--- config.mk ---
export PLATFORM = sky130hd
export DESIGN_NAME = adc_result_output_port
export DESIGN_NICKNAME = d
export VERILOG_FILES = /design/src/rtl/adc_out_pkg.sv /design/src/rtl/adc_result_output_port.sv /design/src/rtl/pin_sync.sv /design/src/rtl/shift_burst.sv
export SDC_FILE = /design/constraint.sdc
export NUM_CORES = 1
export LEC_CHECK = 0
export BUFFER_PORTS_ARGS = -buffer_cell sky130_fd_sc_hd__buf_4
export CAP_MARGIN = 20
export CORE_MARGIN = 2
export CORE_UTILIZATION = 35
export DETAILED_ROUTE_END_ITERATION = 12
export PLACE_DENSITY = 0.49
export REMOVE_ABC_BUFFERS = 1
export SYNTH_ARGS = -nofsm -noshare
export SYNTH_HDL_FRONTEND = slang
export SYNTH_SLANG_ARGS = --single-unit
--- constraint.sdc ---
create_clock -name SYS_CLK -period 5.12 [get_ports SYS_CLK]
set_clock_uncertainty 0.2 [all_clocks]
set_input_delay 0 -clock SYS_CLK [delete_from_list [all_inputs] [get_ports SYS_CLK]]
set_output_delay 0 -clock SYS_CLK [all_outputs]
set_load 0.1 [all_outputs]
--- src/rtl/adc_out_pkg.sv ---
// Constants and types shared by the converter result output port.
package adc_out_pkg;
   // ****************************************************************
   // Clock and timing.
   // ****************************************************************
   localparam int SYS_CLK_PERIOD_NS = 20;
   localparam int SYS_CLK_KHZ       = 50000;
   localparam int INT_CLK_KHZ       = 900;
   localparam int INT_HALF_CYC      = (SYS_CLK_KHZ / INT_CLK_KHZ) / 2;
   localparam int BUSY_FALL_MAX_NS  = 85;
   localparam int BUSY_FALL_MAX_CYC = BUSY_FALL_MAX_NS / SYS_CLK_PERIOD_NS;
   localparam int BUSY_LOW_MAX_NS   = 2500;
   localparam int BUSY_LOW_MAX_CYC  = BUSY_LOW_MAX_NS / SYS_CLK_PERIOD_NS;
   localparam int DATA_SETUP_NS     = 20;
   localparam int DATA_SETUP_CYC    =
      (DATA_SETUP_NS + SYS_CLK_PERIOD_NS - 1) / SYS_CLK_PERIOD_NS;
   localparam int CONV_LIMIT_CYC    = BUSY_LOW_MAX_CYC - DATA_SETUP_CYC - 2;
   localparam int BURST_PULSES      = 16;
   // ****************************************************************
   // Result codes and reset values.
   // ****************************************************************
   localparam logic [15:0] TWOS_POS_FS = 16'h7fff;
   localparam logic [15:0] TWOS_MID    = 16'h0000;
   localparam logic [15:0] TWOS_NEG_FS = 16'h8000;
   localparam logic [15:0] BIN_POS_FS  = 16'hffff;
   localparam logic [15:0] BIN_MID     = 16'h8000;
   localparam logic [15:0] BIN_NEG_FS  = 16'h0000;
   localparam logic [15:0] FORMAT_FLIP = 16'h8000;
   localparam logic [15:0] OUT_RESET   = 16'h0000;
   // ****************************************************************
   // Synchroniser bit positions and their idle levels.
   // ****************************************************************
   localparam int IDX_CS    = 0;
   localparam int IDX_RC    = 1;
   localparam int IDX_BYTE  = 2;
   localparam int IDX_FMT   = 3;
   localparam int IDX_SRC   = 4;
   localparam int IDX_SCK   = 5;
   localparam int IDX_CHAIN = 6;
   localparam int SYNC_W    = 7;
   localparam logic [6:0] SYNC_INIT = 7'h03;
   typedef enum {IDLE, CONVERTING, SETTLING} conv_state_t;
endpackage : adc_out_pkg

--- src/rtl/adc_result_output_port.sv ---
// Result output port of a 16-bit sampling converter.
//
// Function
// - Twos-complement gives 7fff/0000/8000; straight binary ffff/8000/0000.
// - Format select high picks straight binary, low twos-complement.
// - Byte bus driven only with read/convert high and chip select low.
// - Byte select low gives upper byte, high gives lower byte.
// - Byte select may change within a cycle; bus follows it.
// - Output register content is 0000 from reset until a conversion completes or an external serial frame shifts it.
// - Busy flag rises after the result is in the output register, or after the watchdog ends a conversion.
// - Busy falls within 85 ns of a start, stays low at most 2.5 us.
// - Parallel data valid at least 20 ns before busy rises.
// - Conversion starts when chip select and read/convert are low while the sequencer is idle.
// - Start requests are ignored while busy is low, except in its last low cycle, when the sequencer is already idle.
// - Serial data output is always driven.
// - Internal clock mode start launches the shift clock burst.
// - Internal burst shifts previous result MSB first, sixteen pulses.
// - Internal mode bits stay stable across both edges of their pulse.
// - After the burst the clock stays low; output shows chain level.
// - External mode shifts only with chip select low, read/convert high.
// - External MSB valid after first rise, LSB until seventeenth rise.
// - Chain bits sampled from the second pulse on, first appears after seventeenth rise.
// - Chain bits keep passing until the next result reloads the register.
// - Parallel reads keep the register; each external serial pulse after the first shifts it.
`timescale 1ns/1ps
`default_nettype none
module adc_result_output_port (
   input  wire logic       SYS_CLK,
   input  wire logic       RST_N,
   input  wire logic       CS_N,
   input  wire logic       READ_CONVERT,
   input  wire logic       BYTE_SELECT,
   input  wire logic       CODE_FORMAT_SELECT,
   input  wire logic       CLOCK_SOURCE_SELECT,
   input  wire logic       SERIAL_SHIFT_CLOCK_IN,
   input  wire logic       CHAIN_IN,
   input  wire logic [15:0] CONV_RESULT,
   input  wire logic       CONV_DONE,
   output logic            CONV_START,
   output logic            BUSY_N,
   output logic [7:0]      PARALLEL_BYTE_BUS_OUT,
   output logic            PARALLEL_BYTE_BUS_OE_N,
   output logic            SERIAL_DATA_OUT,
   output logic            SERIAL_SHIFT_CLOCK_OUT,
   output logic            SERIAL_SHIFT_CLOCK_OE_N
);
   // ****************************************************************
   // Declarations.
   // ****************************************************************
   localparam int BUSY_FALL_BOUND = adc_out_pkg::BUSY_FALL_MAX_CYC;

   logic [6:0]               pins_s;
   logic                     cs_s;
   logic                     rc_s;
   logic                     byte_s;
   logic                     fmt_s;
   logic                     src_s;
   logic                     sck_s;
   logic                     chain_s;
   logic                     sck_d_reg;
   adc_out_pkg::conv_state_t state_reg;
   logic [7:0]               cnt_reg;
   logic [15:0]              out_reg;
   logic [15:0]              burst_reg;
   logic                     chain_hold_reg;
   logic                     int_mode_reg;
   logic                     first_reg;
   logic                     start_fire;
   logic                     load;
   logic                     ext_sel;
   logic                     ext_rise;
   logic                     ext_shift;
   logic                     burst_fall;
   logic                     burst_active;
   logic [15:0]              format_mask;

   // ****************************************************************
   // Input synchronisers.
   // ****************************************************************
   pin_sync #(
      .W    (adc_out_pkg::SYNC_W),
      .INIT (adc_out_pkg::SYNC_INIT)
   ) u_sync (
      .clk   (SYS_CLK),
      .rst_n (RST_N),
      .d     ({CHAIN_IN, SERIAL_SHIFT_CLOCK_IN, CLOCK_SOURCE_SELECT,
               CODE_FORMAT_SELECT, BYTE_SELECT, READ_CONVERT, CS_N}),
      .q     (pins_s)
   );

   // Named views of the synchronised pins.
   assign cs_s    = pins_s[adc_out_pkg::IDX_CS];
   assign rc_s    = pins_s[adc_out_pkg::IDX_RC];
   assign byte_s  = pins_s[adc_out_pkg::IDX_BYTE];
   assign fmt_s   = pins_s[adc_out_pkg::IDX_FMT];
   assign src_s   = pins_s[adc_out_pkg::IDX_SRC];
   assign sck_s   = pins_s[adc_out_pkg::IDX_SCK];
   assign chain_s = pins_s[adc_out_pkg::IDX_CHAIN];

   // Delayed copy of the external clock for edge detection.
   always_ff @(posedge SYS_CLK) begin
      if (!RST_N) begin
         sck_d_reg <= 1'b0;
      end else begin
         sck_d_reg <= sck_s;
      end
   end

   // ****************************************************************
   // Conversion control and busy flag.
   // ****************************************************************
   // Both lines low start a conversion, only from idle.
   assign start_fire = (state_reg == adc_out_pkg::IDLE) && !cs_s && !rc_s;
   assign load       = (state_reg == adc_out_pkg::CONVERTING) && CONV_DONE;

   // Sequencer: a watchdog ends a conversion that outlasts the busy limit.
   always_ff @(posedge SYS_CLK) begin
      if (!RST_N) begin
         state_reg <= adc_out_pkg::IDLE;
         cnt_reg   <= 8'h00;
      end else begin
         unique case (state_reg)
            adc_out_pkg::IDLE: begin
               cnt_reg <= 8'h00;
               if (start_fire) begin
                  state_reg <= adc_out_pkg::CONVERTING;
               end
            end
            adc_out_pkg::CONVERTING: begin
               cnt_reg <= cnt_reg + 8'h01;
               if (load ||
                   cnt_reg == 8'(adc_out_pkg::CONV_LIMIT_CYC)) begin
                  state_reg <= adc_out_pkg::SETTLING;
                  cnt_reg   <= 8'h00;
               end
            end
            adc_out_pkg::SETTLING: begin
               cnt_reg <= cnt_reg + 8'h01;
               if (cnt_reg == 8'(adc_out_pkg::DATA_SETUP_CYC - 1)) begin
                  state_reg <= adc_out_pkg::IDLE;
               end
            end
         endcase
      end
   end

   // Busy is low in every state but idle; start strobe to the engine.
   always_ff @(posedge SYS_CLK) begin
      if (!RST_N) begin
         BUSY_N     <= 1'b1;
         CONV_START <= 1'b0;
      end else begin
         BUSY_N     <= !(start_fire ||
                         (state_reg == adc_out_pkg::CONVERTING) ||
                         (state_reg == adc_out_pkg::SETTLING));
         CONV_START <= start_fire;
      end
   end

   // ****************************************************************
   // Output register.
   // ****************************************************************
   assign format_mask = fmt_s ? adc_out_pkg::FORMAT_FLIP : 16'h0000;
   assign ext_sel     = src_s && !cs_s && rc_s;
   assign ext_rise    = ext_sel && sck_s && !sck_d_reg;
   assign ext_shift   = ext_rise && !first_reg;

   // A reload beats a shift; chain bits follow until the reload.
   always_ff @(posedge SYS_CLK) begin
      if (!RST_N) begin
         out_reg <= adc_out_pkg::OUT_RESET;
      end else if (load) begin
         out_reg <= CONV_RESULT ^ format_mask;
      end else if (ext_shift) begin
         out_reg <= {out_reg[14:0], chain_s};
      end
   end

   // First rising edge presents the MSB without shifting.
   always_ff @(posedge SYS_CLK) begin
      if (!RST_N || load || !ext_sel) begin
         first_reg <= 1'b1;
      end else if (ext_rise) begin
         first_reg <= 1'b0;
      end
   end

   // ****************************************************************
   // Parallel byte bus.
   // ****************************************************************
   // Enable and byte lane follow the pins; reading never shifts.
   always_ff @(posedge SYS_CLK) begin
      if (!RST_N) begin
         PARALLEL_BYTE_BUS_OE_N <= 1'b1;
         PARALLEL_BYTE_BUS_OUT  <= 8'h00;
      end else begin
         PARALLEL_BYTE_BUS_OE_N <= !(!cs_s && rc_s);
         PARALLEL_BYTE_BUS_OUT  <= byte_s ? out_reg[7:0]
                                          : out_reg[15:8];
      end
   end

   // ****************************************************************
   // Internal shift clock burst and serial output.
   // ****************************************************************
   shift_burst u_burst (
      .clk       (SYS_CLK),
      .rst_n     (RST_N),
      .launch    (start_fire && !src_s),
      .clk_level (SERIAL_SHIFT_CLOCK_OUT),
      .fall_now  (burst_fall),
      .active    (burst_active)
   );

   // Snapshot of the previous result, shifted at each falling edge.
   always_ff @(posedge SYS_CLK) begin
      if (!RST_N) begin
         burst_reg      <= adc_out_pkg::OUT_RESET;
         chain_hold_reg <= 1'b0;
         int_mode_reg   <= 1'b0;
      end else if (start_fire) begin
         burst_reg      <= out_reg;
         chain_hold_reg <= chain_s;
         int_mode_reg   <= !src_s;
      end else if (burst_fall) begin
         burst_reg <= {burst_reg[14:0], chain_hold_reg};
      end
   end

   // Serial line and clock pin direction; the data pin is never released.
   always_ff @(posedge SYS_CLK) begin
      if (!RST_N) begin
         SERIAL_DATA_OUT         <= 1'b0;
         SERIAL_SHIFT_CLOCK_OE_N <= 1'b1;
      end else begin
         SERIAL_DATA_OUT         <= int_mode_reg ? burst_reg[15]
                                                 : out_reg[15];
         SERIAL_SHIFT_CLOCK_OE_N <= src_s;
      end
   end

   // ****************************************************************
   // Assertions and their helper logic.
   // ****************************************************************
   logic [7:0]  busy_low_cnt;
   logic [4:0]  pulse_cnt;
   logic        was_idle;
   logic [15:0] load_val;
   logic [7:0]  out_hi;
   logic [7:0]  out_lo;

   assign out_hi   = out_reg[15:8];
   assign out_lo   = out_reg[7:0];
   assign load_val = CONV_RESULT ^ format_mask;

   // Counts busy low cycles, burst pulses and remembers idle.
   always_ff @(posedge SYS_CLK) begin
      if (!RST_N) begin
         busy_low_cnt <= 8'h00;
         pulse_cnt    <= 5'h00;
         was_idle     <= 1'b1;
      end else begin
         busy_low_cnt <= BUSY_N ? 8'h00 : busy_low_cnt + 8'h01;
         if (start_fire && !src_s) begin
            pulse_cnt <= 5'h00;
         end else if (burst_fall) begin
            pulse_cnt <= pulse_cnt + 5'h01;
         end
         was_idle <= (state_reg == adc_out_pkg::IDLE);
      end
   end
endmodule : adc_result_output_port
`default_nettype wire

--- src/rtl/pin_sync.sv ---
// Two-flop synchroniser for the asynchronous input pins.
`timescale 1ns/1ps
`default_nettype none
module pin_sync #(
   parameter int         W    = 1,
   parameter logic [6:0] INIT = 7'h00
) (
   input  wire logic         clk,
   input  wire logic         rst_n,
   input  wire logic [W-1:0] d,
   output logic      [W-1:0] q
);
   logic [W-1:0] meta_reg;

   // Each bit passes two flops; only the second flop reads the first.
   generate
      for (genvar i = 0; i < W; i++) begin : g_bit
         always_ff @(posedge clk) begin
            if (!rst_n) begin
               meta_reg[i] <= INIT[i];
               q[i]        <= INIT[i];
            end else begin
               meta_reg[i] <= d[i];
               q[i]        <= meta_reg[i];
            end
         end
      end
   endgenerate
endmodule : pin_sync
`default_nettype wire

--- src/rtl/shift_burst.sv ---
// Internal shift clock burst generator of sixteen pulses.
`timescale 1ns/1ps
`default_nettype none
module shift_burst (
   input  wire logic clk,
   input  wire logic rst_n,
   input  wire logic launch,
   output logic      clk_level,
   output logic      fall_now,
   output logic      active
);
   logic [4:0] div_reg;
   logic [4:0] pulse_reg;
   logic       tick;

   // Divider enable pulse sets the half period of the shift clock.
   assign tick     = active && (div_reg == 5'(adc_out_pkg::INT_HALF_CYC - 1));
   assign fall_now = tick && clk_level;

   // Half period counter.
   always_ff @(posedge clk) begin
      if (!rst_n || launch || tick) begin
         div_reg <= 5'h00;
      end else if (active) begin
         div_reg <= div_reg + 5'h01;
      end
   end

   // Clock level, pulse count and end of burst.
   always_ff @(posedge clk) begin
      if (!rst_n) begin
         clk_level <= 1'b0;
         pulse_reg <= 5'h00;
         active    <= 1'b0;
      end else if (launch) begin
         clk_level <= 1'b0;
         pulse_reg <= 5'h00;
         active    <= 1'b1;
      end else if (tick) begin
         clk_level <= ~clk_level;
         if (clk_level) begin
            pulse_reg <= pulse_reg + 5'h01;
            if (pulse_reg == 5'(adc_out_pkg::BURST_PULSES - 1)) begin
               active <= 1'b0;
            end
         end
      end
   end
endmodule : shift_burst
`default_nettype wire

After elaboration in Yosys (flattened, before gate mapping)
Cells that the tools add are included.
{ "totals": {"register_bits": 115, "inputBits": 26, "output_inout_bits": 14, "wordCells": 105} }
{ "classes": {"n_addsub": 3, "eq_ne": 10, "n_mux": 17, "n_bitwise": 3, "reduce_logical": 40} }
{ "op_table": {"columns": ["operator", "count"], "rows": [
  ["two-way mux 32 bit", 3],
  ["one-hot mux 32 bit (3 select lines)", 1],
  ["two-way mux 16 bit", 5],
  ["equality test 32 x 2 -> 1 bit, second input constant", 2],
  ["zero test 32 bit", 2],
  ["equality test 32 x 1 -> 1 bit, second input constant", 1],
  ["equality test 32 x 3 -> 1 bit, second input constant", 1],
  ["one-hot mux 8 bit (3 select lines)", 1],
  ["two-way mux 8 bit", 2],
  ["XOR 16 bit", 1],
  ["logical AND 1 bit", 12],
  ["adder 5 x 1 -> 5 bit, second input constant", 2],
  ["nonzero test 2 bit", 5],
  ["zero test 1 bit", 9],
  ["adder 8 x 1 -> 8 bit, second input constant", 1],
  ["equality test 8 x 7 -> 1 bit, second input constant", 1],
  ["zero test 8 bit", 1],
  ["logical OR 1 bit", 7],
  ["inequality test 2 bit, second input constant", 3],
  ["AND reduction 3 bit", 2],
  ["equality test 5 x 4 -> 1 bit, second input constant", 1],
  ["equality test 5 bit, second input constant", 1],
  ["two-way mux 1 bit", 5],
  ["inverter 1 bit", 2],
  ["2 further kinds", 2]
]} }

Depth between registers and ports, before layout
{ "depth": {"word_depth": 8, "depth_mapped": 7, "depth_no_buf": 6} }

By module
Synthesis repeated with hierarchy kept, for this count alone.
{ "hier_totals": {"cells_unflattened": 353, "area_unflattened_um2": 3448.3} }
{ "modules_own_cells": {"columns": ["mod", "n_inst", "cells_each", "area_each_um2", "seq_area_each_um2"], "rows": [
  ["adc_result_output_port", 1, 258, 2486.1, 1181.1],
  ["shift_burst", 1, 66, 574.3, 240.2],
  ["pin_sync", 1, 29, 387.9, 280.3]
]} }

Worst setup path before layout
No wires, ideal clock.
{ "synth_timing": {"kind": "register to register", "from": "register u_burst.clk_level", "to": "register u_burst.pulse_reg[3]", "setup_ns": 0.071, "arrival_time_ns": 1.828, "required_ns": 4.849, "setup_slack_ns": 3.021, "stages_incl_launch_ff": 4, "n_path_buf": 0, "period_less_slack_ns": 2.099, "path_cell_list": "dfxtp_1 nand3_2 or3_1 a21oi_1"} }
{ "synth_between": {"elab_chain_cells": 1} }
{ "synth_lines": {"columns": ["item", "line_no", "rtl"], "rows": [
  ["start, declared", "shift_burst.sv:8", "output logic clk_level,"],
  ["start signal, assigned", "shift_burst.sv:40", "clk_level <= ~clk_level;"],
  ["AND reduction 2 bit (no line)", null, null],
  ["end signal, assigned", "shift_burst.sv:42", "pulse_reg <= pulse_reg + 5'h01;"],
  ["end, declared", "shift_burst.sv:13", "logic [4:0] pulse_reg;"]
]} }
No other way between the ends.
A chain may end at the register's enable or synchronous reset.

Final worst setup path
{ "layout_timing": {"from": "register state_reg[1]", "to": "register out_reg[15]"} }
{ "layout_between": {"elab_chain_cells": 3, "word_cells_on_any_way": 4, "classes_between": "1 x eq/ne; 1 x mux; 2 x reduce/logical"} }
{ "layout_lines": {"columns": ["item", "line_no", "rtl"], "rows": [
  ["start, declared", "adc_result_output_port.sv:61", "adc_out_pkg::conv_state_t state_reg;"],
  ["start signal, assigned", "adc_result_output_port.sv:119", "state_reg <= adc_out_pkg::IDLE;"],
  ["start signal, assigned", "adc_result_output_port.sv:126", "state_reg <= adc_out_pkg::CONVERTING;"],
  ["start signal, assigned", "adc_result_output_port.sv:133", "state_reg <= adc_out_pkg::SETTLING;"],
  ["equality test 32 x 2 -> 1 bit (*)", "adc_result_output_port.sv:114", "assign load = (state_reg == adc_out_pkg::CONVERTING) && CONV_DONE;"],
  ["logical AND 1 bit (*)", "adc_result_output_port.sv:114", null],
  ["two-way mux 16 bit or nonzero test 2 bit (tied branches)", null, null],
  ["end signal, assigned", "adc_result_output_port.sv:171", "out_reg <= adc_out_pkg::OUT_RESET;"],
  ["end signal, assigned", "adc_result_output_port.sv:173", "out_reg <= CONV_RESULT ^ format_mask;"],
  ["end signal, assigned", "adc_result_output_port.sv:175", "out_reg <= {out_reg[14:0], chain_s};"],
  ["end, declared", "adc_result_output_port.sv:63", "logic [15:0] out_reg;"]
]} }
Every way passes the cells marked *; elsewhere a longest branch is shown, timed or not.

==> impl_metrics.toml <==
[drt]
via_per_inst = 4.60
ant_nets = 0
first_iter_violations = 71
wl_um = 6960
dr.pass1.iters = 4
drc = 0
detail_route.wl_per_cell_um = 12.1
routed-via-count = 2640

[setup_path]
worst_path_largest_cell_delay_ps = 730
rr_worst_depth = 6
critPathRequiredTime_ps = 5180
start_kind = "register"
critPathKind = "reg -> reg"
worstPathCellList = "inv_1, ha_1, nand2_1, o21ai_0, dlygate4sd3_1, a21oi_1"
arrival_ps = 2720
r2r-start = "state_reg[1]$_SDFFE_PN0P_"
crit-reg2reg-capture = "out_reg[15]$_SDFFE_PN0P_"
end_kind = "register"
crit_slowest_cell = "nand2_1"
rrSetupSlack_ps = 2460
path_max_fanout = 33

[clock_network]
cts-buffers-inserted = 9
ctsHoldBuffers = 47
clkTransAtPathRegs_ps = 80
cts.repair.resized = 0
cts_tree = "done"
cts_setup_buffers = 0
clock_sinks = 85
clk-insertion-delay-late_ps = 350
cts_max_level = 3
cts_buffer_depth = 2
cts_root_buf = "clkbuf_8"

[logic_synthesis]
synth.avg_cell_area_um2 = 9.28
synthTopCellsByArea = "dfxtp_1, mux2i_1, nand2_1, o21ai_0, ha_1"
synthesis.area_mm2 = 0.00336
yosysTopAreaCellShare_pct = 50.6
netlist_instances = 362
ys_types = 36
ys_ff_latch = 85
yosysWarnings = 0
synth.largest_area_cell = "dfxtp_1"
synth_seq_area_share_pct = 50.6

[pwr]
seqPwrFrac_pct = 50.8
p_sw_uw = 393
clkPwrFrac_pct = 34.0
comb_power_share_pct = 15.2
switching_share_pct = 27.3
intPower_uw = 1040
power_leakage_uw = 0.00164
max-vdd-ir-drop_v = 0.000209
power.density_mw_per_mm2 = 326

[floorplan]
start_util_pct = 36.2
die_area_mm2 = 0.0104
pin_count = 40
fp-row-count = 35
die_x_um = 102
core_area_mm2 = 0.00928
die_y_um = 102

[sta]
rsz0062_at_grt = "false"
fmax_mhz = 376
fin_crit_sh_pct = 52.0
fin_hold_ws_ps = 152
setup_viol_count_final = 0
hold_viol_final = 0
tightest_slew_ps = 1060
slew_headroom_pct = 29.0
fin_tns_setup_ps = 0
fin_crit_ps = 2660
drv_slew = 0

[global_routing]
grt_pass1_vias = 2614
grt_max_degree = 59
grt_pass1_wl_um = 12000
groute.usage.overall_pct = 14.5
antenna_found_initial = 0
overflow = 0

[finish]
area_growth_pct = 31.3
fin_nets = 477
diodes = 0
final_common_cell = "dfxtp_1"
mostFrequentLayoutCells = "dfxtp_1, dlygate4sd3_1, nand2_1"
drive_gt1_share_pct = 13.5
n_fill_cell = 932

[worst_hold_path]
whs_endpoint = "state_reg[1]$_SDFFE_PN0P_"
hold_depth = 5
min_from = "CONV_DONE"
min_path_type = "in -> reg"

[placed_design]
dp_hpwl_um = 4340
place_congestion = 0.691
numPortBuffers = 39

[flow_run]
max_cap_violations = 0

[run_status]
status = "complete, no violations"
[power groups by stage]
stage	clock network (uW)	registers, uW	logic (uW)
floorplan	0	788	79.5
global placement	0	746	181
detailed placement	0	747	183
CTS	508	731	218
global route	536	736	238
finish	489	731	218
[worst max-delay path: cells and delay by family (launching register included)]
kind	cells	cell delay, ps
compound gates	2	370
flops	1	350
fa+ha+maj	1	220
buf+inv	2	710
simple gates	1	730
[metal layers]
metal,GRT usage (%),share of wire [%],vias to the layer above
met5,0,0,-
met4,3.69,0.45,0
met3,4.65,3.3,2
met2,23.1,44,33
met1,19.0,52,1219
li1,-,-,1386
[how the worst max path moves through the flow]
stage	start	to	slack [ps]	cells past startpoint
finish	state_reg[1]$_SDFFE_PN0P_	out_reg[15]$_SDFFE_PN0P_	2460	6
global route	state_reg[1]$_SDFFE_PN0P_	out_reg[15]$_SDFFE_PN0P_	2190	6
CTS	state_reg[1]$_SDFFE_PN0P_	out_reg[5]$_SDFFE_PN0P_	2520	6
detailed placement	state_reg[0]$_SDFFE_PN0P_	u_burst.div_reg[1]$_SDFFE_PP0P_	2780	7
global placement	state_reg[0]$_SDFFE_PN0P_	u_burst.div_reg[1]$_SDFFE_PP0P_	2860	7
floorplan	state_reg[0]$_SDFFE_PN0P_	u_burst.div_reg[1]$_SDFFE_PP0P_	2810	6
[cell usage after synthesis, drive strengths merged]
master / n
ha: 11
nor3: 2
o211ai: 1
nor2: 34
or3: 1
nand2: 46
xnor2: 5
inv: 8
and4b: 1
nand4b: 1
a31oi: 16
and3: 3
or3b: 1
a211oi: 2
nand3: 6
nand3b: 1
a21boi: 1
a21oi: 19
nor4: 1
o21a: 1
and2: 11
nand2b: 8
dfxtp: 85
a41oi: 1
buf: 7
o21ai: 35
a221oi: 1
mux2i: 28
clkbuf: 13
xor2: 9
nand4: 3
[logic make-up after synthesis]
family / Yosys count / share of synthesized area, %
AND/OR/NAND/NOR: 119 / 16.9
flip-flops: 85 / 50.6
AO/OA/AOI/OAI: 77 / 12.8
buffers and inverters: 28 / 3.57
multiplexers: 28 / 8.34
XOR/XNOR: 14 / 3.65
adder cells (fa/ha/maj): 11 / 4.10
[per-stage QoR]
| step | setup WS, ps | cell area (um^2) | utilization [%] | power, uW | std cells |
|---|---|---|---|---|---|
| finish | 2460 | 4410 | 47.5 | 1440 | 574 |
| global route | 2190 | 4410 | 47.5 | 1510 | 574 |
| CTS | 2520 | 4410 | 47.5 | 1460 | 574 |
| detailed placement | 2780 | 3730 | 40.2 | 930 | 511 |
| global placement | 2860 | 3730 | 40.2 | 928 | 511 |
| floorplan | 2810 | 3270 | - | 867 | 342 |
[area by class of cell]
type,count,area [um^2],area share [%]
tap,129,161,3.66
timing repair buffer,87,771,17.5
multi-input combinational,249,1540,34.9
sequential,85,1700,38.6
inverter,8,30.0,0.680
clock buffer,11,151,3.43
clock inverter,5,58.8,1.33
No activity file was read; power rests on OpenSTA's default activity.
